File: config.mk
export PLATFORM = sky130hd
export DESIGN_NAME = dhb_host_port
export DESIGN_NICKNAME = d
export VERILOG_FILES = /design/src/rtl/dhb_pkg.sv /design/src/rtl/dhb_fifo.sv /design/src/rtl/dhb_host_port.sv
export SDC_FILE = /design/constraint.sdc
export NUM_CORES = 1
export LEC_CHECK = 0
export BUFFER_PORTS_ARGS = -buffer_cell sky130_fd_sc_hd__buf_2
export CELL_PAD_IN_SITES_DETAIL_PLACEMENT = 1
export CELL_PAD_IN_SITES_GLOBAL_PLACEMENT = 2
export CORE_MARGIN = 2
export CORE_UTILIZATION = 49
export CTS_CLUSTER_DIAMETER = 30
export DETAILED_ROUTE_END_ITERATION = 8
export GPL_ROUTABILITY_DRIVEN = 0
export GPL_TIMING_DRIVEN = 1
export PLACE_DENSITY_LB_ADDON = 0.3
export SKIP_LAST_GASP = 1
export SLEW_MARGIN = 10
export SYNTH_ARGS = -nofsm -noshare
export SYNTH_HDL_FRONTEND = slang
export SYNTH_HIERARCHICAL = 1
export SYNTH_SLANG_ARGS = --single-unit
File: constraint.sdc
create_clock -name mclk -period 4.4 [get_ports mclk]
set_clock_uncertainty 0.1 [all_clocks]
set_input_delay 0.88 -clock mclk [delete_from_list [all_inputs] [get_ports mclk]]
set_output_delay 0.88 -clock mclk [all_outputs]
set_load 0.05 [all_outputs]
File: src/rtl/dhb_pkg.sv
// Constants for the display host bus interface
// Assumes one 200 MHz clock and all host pins arriving asynchronously
// How it works
// - Eight-bit two-way host data bus carries commands, data and read-back values
// - Serial mode takes bus bit 1 as serial data and bit 0 as clock
// - Enable-strobe mode: read strobe pin is enable, access while high with select low
// - Separate-strobe mode: read strobe low with select low starts a read
// - Enable-strobe mode: write strobe pin high means read, low means write
// - Separate-strobe mode: write strobe low with select low starts a write
// - Data/command select high marks display data, low marks a command byte
// - Reset input held low initialises the whole controller
// - Bus activity is ignored unless chip select is low
// - Enable-strobe mode latches the bus on the enable falling edge
// - Separate-strobe mode latches written bytes on the write strobe rising edge
// - Separate-strobe mode read completes on the read strobe rising edge
package dhb_pkg;
	localparam int  DATA_W      = 8;
	localparam int  FIFO_DEPTH  = 8;
	localparam int  BIT_CNT_W   = 3;
	localparam logic [2:0] BIT_LAST = 3'h7;
	localparam logic [2:0] BIT_ZERO = 3'h0;
	localparam int  SCLK_BIT    = 0;
	localparam int  SERIAL_DATA_INPUT_BIT    = 1;
	localparam logic [DATA_W-1:0] BYTE_ZERO = 8'h00;
	typedef enum logic [2:0]
	{
		MODE_ENABLE   = 3'h1,
		MODE_SEPARATE = 3'h2,
		MODE_SERIAL   = 3'h4
	} dhb_mode_type;
endpackage : dhb_pkg

File: src/rtl/dhb_fifo.sv
// Valid/ready FIFO for received bytes
// Assumes one clock domain and an asynchronous active-low reset
`timescale 1ns/1ps
module dhb_fifo #(
	parameter int WIDTH = 9,
	parameter int DEPTH = 8
) (
	input  wire logic             mclk,
	input  wire logic             rst_n,
	input  wire logic [WIDTH-1:0] in_data,
	input  wire logic             in_valid,
	output logic                  in_ready,
	output logic      [WIDTH-1:0] out_data,
	output logic                  out_valid,
	input  wire logic             out_ready
);
	localparam int AW = $clog2(DEPTH);
	logic [WIDTH-1:0] mem_reg [DEPTH];
	logic [AW-1:0]    wr_reg, wr_next, rd_reg, rd_next;
	logic [AW:0]      cnt_reg, cnt_next;
	logic             push, pop;
	always_comb
	begin
		push      = in_valid && in_ready;
		pop       = out_valid && out_ready;
		in_ready  = cnt_reg != (AW+1)'(DEPTH);
		out_valid = cnt_reg != '0;
		out_data  = mem_reg[rd_reg];
		wr_next   = push ? (wr_reg == AW'(DEPTH-1) ? '0 : wr_reg + 1'b1) : wr_reg;
		rd_next   = pop ? (rd_reg == AW'(DEPTH-1) ? '0 : rd_reg + 1'b1) : rd_reg;
		cnt_next  = cnt_reg + (AW+1)'(push) - (AW+1)'(pop);
	end
	always_ff @(posedge mclk or negedge rst_n)
	begin
		if (!rst_n)
		begin
			wr_reg  <= '0;
			rd_reg  <= '0;
			cnt_reg <= '0;
		end
		else
		begin
			wr_reg  <= wr_next;
			rd_reg  <= rd_next;
			cnt_reg <= cnt_next;
		end
	end
	always_ff @(posedge mclk)
	begin
		if (push)
			mem_reg[wr_reg] <= in_data;
	end
endmodule : dhb_fifo

File: src/rtl/dhb_host_port.sv
// Host bus port: parallel strobes or serial input, bytes out through a FIFO
// Assumes host pins are asynchronous and mode pins are static straps
`timescale 1ns/1ps
module dhb_host_port
	import dhb_pkg::*;
(
	input  wire logic                      mclk,
	input  wire logic                      rst_n,
	input  wire dhb_pkg::dhb_mode_type     bus_mode,
	input  wire logic                      chip_select_n,
	input  wire logic                      read_strobe,
	input  wire logic                      write_strobe,
	input  wire logic                      data_command_select,
	input  wire logic [dhb_pkg::DATA_W-1:0] host_data_bus_in,
	output logic      [dhb_pkg::DATA_W-1:0] host_data_bus_out,
	output logic                           host_data_bus_oe,
	output logic      [dhb_pkg::DATA_W-1:0] rx_byte,
	output logic                           rx_is_data,
	output logic                           rx_valid,
	input  wire logic                      rx_ready,
	input  wire logic [dhb_pkg::DATA_W-1:0] read_value,
	output logic                           read_done,
	output logic                           overrun
);
	import dhb_pkg::*;
	localparam int NS     = DATA_W + 4;
	localparam int PIN_DC = DATA_W;
	localparam int PIN_WR = DATA_W + 1;
	localparam int PIN_RD = DATA_W + 2;
	localparam int PIN_CS = DATA_W + 3;
	// Idle pin image: select high, so no false edge follows reset
	localparam logic [NS-1:0] SYNC_IDLE = {1'b1, {(NS-1){1'b0}}};
	logic [NS-1:0] s1_reg, s2_reg, s3_reg, sin;
	dhb_mode_type  mode_reg, mode_next;
	logic          mode_held_reg;
	logic [BIT_CNT_W-1:0] bit_reg, bit_next;
	logic [DATA_W-1:0]    shf_reg, shf_next, dout_reg, dout_next;
	logic          oe_reg, oe_next, rd_reg, rd_next, push, wr_ev, sclk_rise;
	logic [DATA_W:0] push_data;
	logic          fin_ready, ovr_reg, ovr_next;
	logic          cs_act, en_fall, wr_rise, rd_rise, rd_open;
	assign sin = {chip_select_n, read_strobe, write_strobe, data_command_select, host_data_bus_in};
	always_ff @(posedge mclk or negedge rst_n)
	begin
		if (!rst_n)
		begin
			s1_reg <= SYNC_IDLE;
			s2_reg <= SYNC_IDLE;
			s3_reg <= SYNC_IDLE;
		end
		else
		begin
			s1_reg <= sin;
			s2_reg <= s1_reg;
			s3_reg <= s2_reg;
		end
	end
	// Synchronised pins: s2 current, s3 previous
	always_comb
	begin
		cs_act    = !s2_reg[PIN_CS];
		en_fall   = s3_reg[PIN_RD] && !s2_reg[PIN_RD] && cs_act;
		wr_rise   = !s3_reg[PIN_WR] && s2_reg[PIN_WR] && cs_act;
		rd_rise   = !s3_reg[PIN_RD] && s2_reg[PIN_RD] && cs_act;
		rd_open   = !s2_reg[PIN_RD] && cs_act;
		sclk_rise = !s3_reg[SCLK_BIT] && s2_reg[SCLK_BIT] && cs_act;
		wr_ev     = 1'b0;
		rd_next   = 1'b0;
		push      = 1'b0;
		push_data = {s2_reg[PIN_DC], s2_reg[DATA_W-1:0]};
		bit_next  = cs_act ? bit_reg : BIT_ZERO;
		shf_next  = shf_reg;
		oe_next   = 1'b0;
		dout_next = read_value;
		mode_next = mode_held_reg ? mode_reg : bus_mode;
		unique case (mode_reg)
			MODE_ENABLE:
			begin
				oe_next = cs_act && s2_reg[PIN_RD] && s2_reg[PIN_WR];
				wr_ev   = en_fall && !s2_reg[PIN_WR];
				rd_next = en_fall && s2_reg[PIN_WR];
			end
			MODE_SEPARATE:
			begin
				oe_next = rd_open;
				wr_ev   = wr_rise;
				rd_next = rd_rise;
			end
			MODE_SERIAL:
			begin
				if (sclk_rise)
				begin
					shf_next = {shf_reg[DATA_W-2:0], s2_reg[SERIAL_DATA_INPUT_BIT]};
					bit_next = bit_reg + 1'b1;
					wr_ev    = bit_reg == BIT_LAST;
					push_data = {s2_reg[PIN_DC], shf_reg[DATA_W-2:0], s2_reg[SERIAL_DATA_INPUT_BIT]};
				end
			end
			default:
			begin
				oe_next = 1'b0;
			end
		endcase
		push     = wr_ev;
		ovr_next = push && !fin_ready;
	end
	always_ff @(posedge mclk or negedge rst_n)
	begin
		if (!rst_n)
		begin
			mode_reg      <= MODE_ENABLE;
			mode_held_reg <= 1'b0;
			bit_reg       <= BIT_ZERO;
			shf_reg       <= BYTE_ZERO;
			oe_reg        <= 1'b0;
			dout_reg      <= BYTE_ZERO;
			rd_reg        <= 1'b0;
			ovr_reg       <= 1'b0;
		end
		else
		begin
			mode_reg      <= mode_next;
			mode_held_reg <= 1'b1;
			bit_reg       <= bit_next;
			shf_reg       <= shf_next;
			oe_reg        <= oe_next;
			dout_reg      <= dout_next;
			rd_reg        <= rd_next;
			ovr_reg       <= ovr_next;
		end
	end
	logic [DATA_W:0] fout;
	logic            fvalid;
	dhb_fifo #(.WIDTH(DATA_W+1), .DEPTH(FIFO_DEPTH)) u_fifo (
		.mclk      (mclk),
		.rst_n     (rst_n),
		.in_data   (push_data),
		.in_valid  (push),
		.in_ready  (fin_ready),
		.out_data  (fout),
		.out_valid (fvalid),
		.out_ready (!rx_valid)
	);
	logic [DATA_W:0] rx_reg, rx_next;
	logic            rxv_reg, rxv_next;
	always_comb
	begin
		rxv_next = rxv_reg ? !rx_ready : fvalid;
		rx_next  = (!rxv_reg && fvalid) ? fout : rx_reg;
		if (rxv_reg && rx_ready)
			rxv_next = 1'b0;
	end
	always_ff @(posedge mclk or negedge rst_n)
	begin
		if (!rst_n)
		begin
			rx_reg  <= '0;
			rxv_reg <= 1'b0;
		end
		else
		begin
			rx_reg  <= rx_next;
			rxv_reg <= rxv_next;
		end
	end
	assign rx_byte           = rx_reg[DATA_W-1:0];
	assign rx_is_data        = rx_reg[DATA_W];
	assign rx_valid          = rxv_reg;
	assign host_data_bus_out = dout_reg;
	assign host_data_bus_oe  = oe_reg;
	assign read_done         = rd_reg;
	assign overrun           = ovr_reg;
	a_cs_gates_oe: assert property (@(posedge mclk) disable iff (!rst_n)
		s2_reg[PIN_CS] |=> !host_data_bus_oe) else $error("bus driven without select");
	a_sep_wr_push: assert property (@(posedge mclk) disable iff (!rst_n)
		(mode_reg == MODE_SEPARATE && wr_rise) |=> (overrun || fvalid)) else $error("write edge lost");
	a_en_fall_push: assert property (@(posedge mclk) disable iff (!rst_n)
		(mode_reg == MODE_ENABLE && en_fall && !s2_reg[PIN_WR]) |=> (overrun || fvalid))
		else $error("enable write lost");
	a_en_read_done: assert property (@(posedge mclk) disable iff (!rst_n)
		(mode_reg == MODE_ENABLE && en_fall && s2_reg[PIN_WR]) |=> read_done) else $error("enable read lost");
	a_sep_rd_done: assert property (@(posedge mclk) disable iff (!rst_n)
		(mode_reg == MODE_SEPARATE && rd_rise) |=> read_done) else $error("read edge lost");
	a_sep_rd_oe: assert property (@(posedge mclk) disable iff (!rst_n)
		(mode_reg == MODE_SEPARATE && rd_open) |=> host_data_bus_oe) else $error("read not driven");
	a_mode_static: assert property (@(posedge mclk) disable iff (!rst_n)
		$past(mode_held_reg) |-> $stable(mode_reg)) else $error("mode changed");
	a_dc_steers: assert property (@(posedge mclk) disable iff (!rst_n)
		(rx_valid && !rx_ready) |=> rx_valid && $stable({rx_is_data, rx_byte})) else $error("byte kind lost");
	a_serial_byte: assert property (@(posedge mclk) disable iff (!rst_n)
		(mode_reg == MODE_SERIAL && push) |=> bit_reg == BIT_ZERO) else $error("serial count wrong");
	c_enable_write: cover property (@(posedge mclk) disable iff (!rst_n) mode_reg == MODE_ENABLE && push);
	c_sep_read: cover property (@(posedge mclk) disable iff (!rst_n) mode_reg == MODE_SEPARATE && read_done);
	c_serial_byte: cover property (@(posedge mclk) disable iff (!rst_n) mode_reg == MODE_SERIAL && push);
	c_fifo_full: cover property (@(posedge mclk) disable iff (!rst_n) !fin_ready);
endmodule : dhb_host_port

==> run summary <==
status: completed
Layout Cells excl Fill: 497
CTS HTree Levels: 4
Simple-Gate Fraction of Synth Area: 4.84%
WL final: 9520 um
RR Startpoint: mode_reg[0]
post-synthesis mux area share: 18.1%
Data required, critical path: 4.34 ns
worst-margin pin slew: 1.02 ns
share of layout cells above drive strength 1: 37.0%
post-synthesis adder-cell area fraction: 3.06%
combinational fraction of design power: 22.5%
Unique masters post-synth: 41
CTS tree: yes
CTS buffer count: 17
CTS clk-pin slew, worst paths: 0.05 ns
Synth Flop Type: edfxtp_1
clk_lat worst skew: 0.42 ns
Clock power frac: 33.9%
Avg Cell Area, Syn: 19.5 um2
Critical path destination: u_fifo/mem_reg[7][6]
Iter 0 DRT Violations: 108
#FFs+latches synth: 144
reg2reg setup slack: 1.81 ns
worst path arrival time: 2.53 ns
xor and xnor area share after synthesis: 0.315%
DR vias: 2,651
Post-synth EDFFs: 72
Area Overhead vs Synth: 16.8%
sequential power share: 43.6%
Place WS: 1.47 ns
number of flip-flops in the largest register: 72
Final Hold Fails: 0
Post-CTS Resized: 0
CP Class: reg -> reg
crit path launch type: flop
main combinational cell family by area after synthesis: multiplexers
Congestion Overflow GR: 0
HP Class: reg -> reg
wire per inst: 19.2 um
Finished Cell Area: 6490 um2
Rel. slew slack: 32.1%
DR vias/cell: 5.33
GRT Total Usage: 17.4%
Mapped Cells: 285
Die W: 111 um
die area: 12,200 um2
yosys warns: 6
Worst Reg-to-Reg Cells: 5
clk sinks: 144
Final setup viols: 0
Core Util, Final: 59.4%
RSZ-0062 raised after global routing: false
setup TNS: 0 ns
CTS root buf: clkbuf_16
I/O pins: 47
CTS Hold Bufs: 0
global-route wire length before repair: 15,800 um
Final HPWL DP: 5900 um
FFs w/ async S/R, synth: 50.0%
Worst setup startpoint: mode_reg[0]
Port Buffers: 46
final net count: 383
Max rail drop VDD: 521 uV
reg2reg end: u_fifo/mem_reg[7][6]
Core ar.: 10,900 um2
DR pass1 iterations: 4
Leak: 2.69 nW
Hold Path Stages: 0
largest net degree at the start of global routing: 73
post-CTS setup buffers: 0
register area share after synthesis: 71.4%
Post-Syn Area: 5560 um2
dpl cells: 465
DRC violations left: 0
DP Area: 5930 um2
Max-cap violations: 0
CTS Buffer Depth: 2
initial antenna violation count: 0
Final WS setup: 1.81 ns
Post-DRT Antenna Nets: 0
Initial Util: 50.8%
floorplan row count: 38
fin crit period: 2.59 ns
sw power: 1.15 mW
PwrDens: 607 nW/um2
crit end category: flop
ant diodes: 0
Final Max Slew Viols: 0
Net Sw Frac: 29.0%
syn_nets: 324
Int Pwr: 2.80 mW
vias in the first global route: 2,863
worst-path fanout max: 9
Die Ht: 111 um
crit share post-route: 58.8%
compound-gate portion of the synthesized area: 0.675%
Peak Freq: 0.387 GHz
## power groups by stage
stage | Sequential [mW] | Clock, mW | Combinational [mW]
final | 1.72 | 1.34 | 0.887
after CTS | 1.73 | 1.37 | 0.902
after floorplan | 1.82 | 0 | 0.600
after global routing | 1.75 | 1.43 | 0.970
after global placement | 1.74 | 0 | 0.859
after detailed placement | 1.75 | 0 | 0.883
## layer usage
| layer | GRT usage (%) | share of wire [%] |
|---|---|---|
| met1 | 22.4 | 45 |
| met4 | 7.00 | 1.8 |
| met3 | 5.93 | 3.5 |
| met2 | 27.5 | 50 |
| met5 | 0 | 0 |
## cells in the mapped netlist (4+ instances only)
master / number / area (um2)
nor2_1: 6 / 22.5
mux2_4: 9 / 135
edfxtp_1: 72 / 2160
mux4_1: 17 / 447
inv_1: 9 / 33.8
ha_1: 12 / 150
nor3_1: 4 / 20.0
nor2b_1: 6 / 37.5
nand2b_1: 4 / 25.0
dfrtp_1: 69 / 1730
mux2_2: 32 / 360
## how the worst min path moves through the flow
stage                 endpoint        from  slack (ns)
floorplan            s2_reg[0]   s1_reg[0]        0.23
global placement     s2_reg[2]   s1_reg[2]        0.23
detailed placement   s2_reg[5]   s1_reg[5]        0.24
CTS                  s2_reg[5]   s1_reg[5]        0.25
global route        s2_reg[10]  s1_reg[10]        0.25
finish               s2_reg[3]   s1_reg[3]        0.25
## metrics by stage
stage / total power [mW] / hold WS, ns
final: 3.94 / 0.246
after global routing: 4.14 / 0.250
after CTS: 4.00 / 0.249
after detailed placement: 2.63 / 0.236
after global placement: 2.60 / 0.231
after floorplan: 2.42 / 0.231
## logic make-up after synthesis
family,count (synthesis)
AO/OA/AOI/OAI,6
XOR/XNOR,2
adder cells (fa/ha/maj),13
buffers and inverters,16
flip-flops,144
multiplexers,63
other,1
AND/OR/NAND/NOR,40
## final cells by class
cell class,count,area (um2)
clock buffer,18,429
clock inverter,14,123
fill,977,4440
inverter,9,33.8
multi-input combinational,125,1530
sequential,144,3970
tap,140,175
timing repair buffer,47,240
## critical path: stages, from the launching register on
cell and delay [ns]:
dfstp_2 0.59, nor2b_1 0.24, nand3b_1 0.13, nand3_1 0.15, nand3_1 0.17, nor2_1 0.82
## cells in the final DEF, fill, tap and decap left out, types with 2 or more instances in the layout
| cell | netlist | routed |
|---|---|---|
| or3b_2 | 2 | 2 |
| nand3_1 | 2 | 2 |
| buf_4 | 0 | 2 |
| nand2_1 | 2 | 2 |
| ha_1 | 12 | 12 |
| nor3_2 | 0 | 4 |
| dfrtp_1 | 69 | 69 |
| mux2_1 | 3 | 3 |
| a21oi_1 | 2 | 2 |
| nor2b_1 | 6 | 6 |
| buf_2 | 3 | 45 |
| bufinv_16 | 0 | 2 |
| dfstp_2 | 3 | 3 |
| mux4_1 | 17 | 17 |
| clkinv_2 | 0 | 7 |
| edfxtp_1 | 72 | 72 |
| xor2_1 | 2 | 2 |
| mux2_2 | 32 | 32 |
| mux2_4 | 9 | 9 |
| clkinv_1 | 0 | 3 |
| nor2_1 | 6 | 6 |
| inv_1 | 9 | 9 |
| nand2b_1 | 4 | 4 |
| clkbuf_16 | 0 | 17 |
| a31oi_1 | 2 | 2 |
| nor3b_1 | 2 | 2 |
Power figures use the tool's default switching activity.
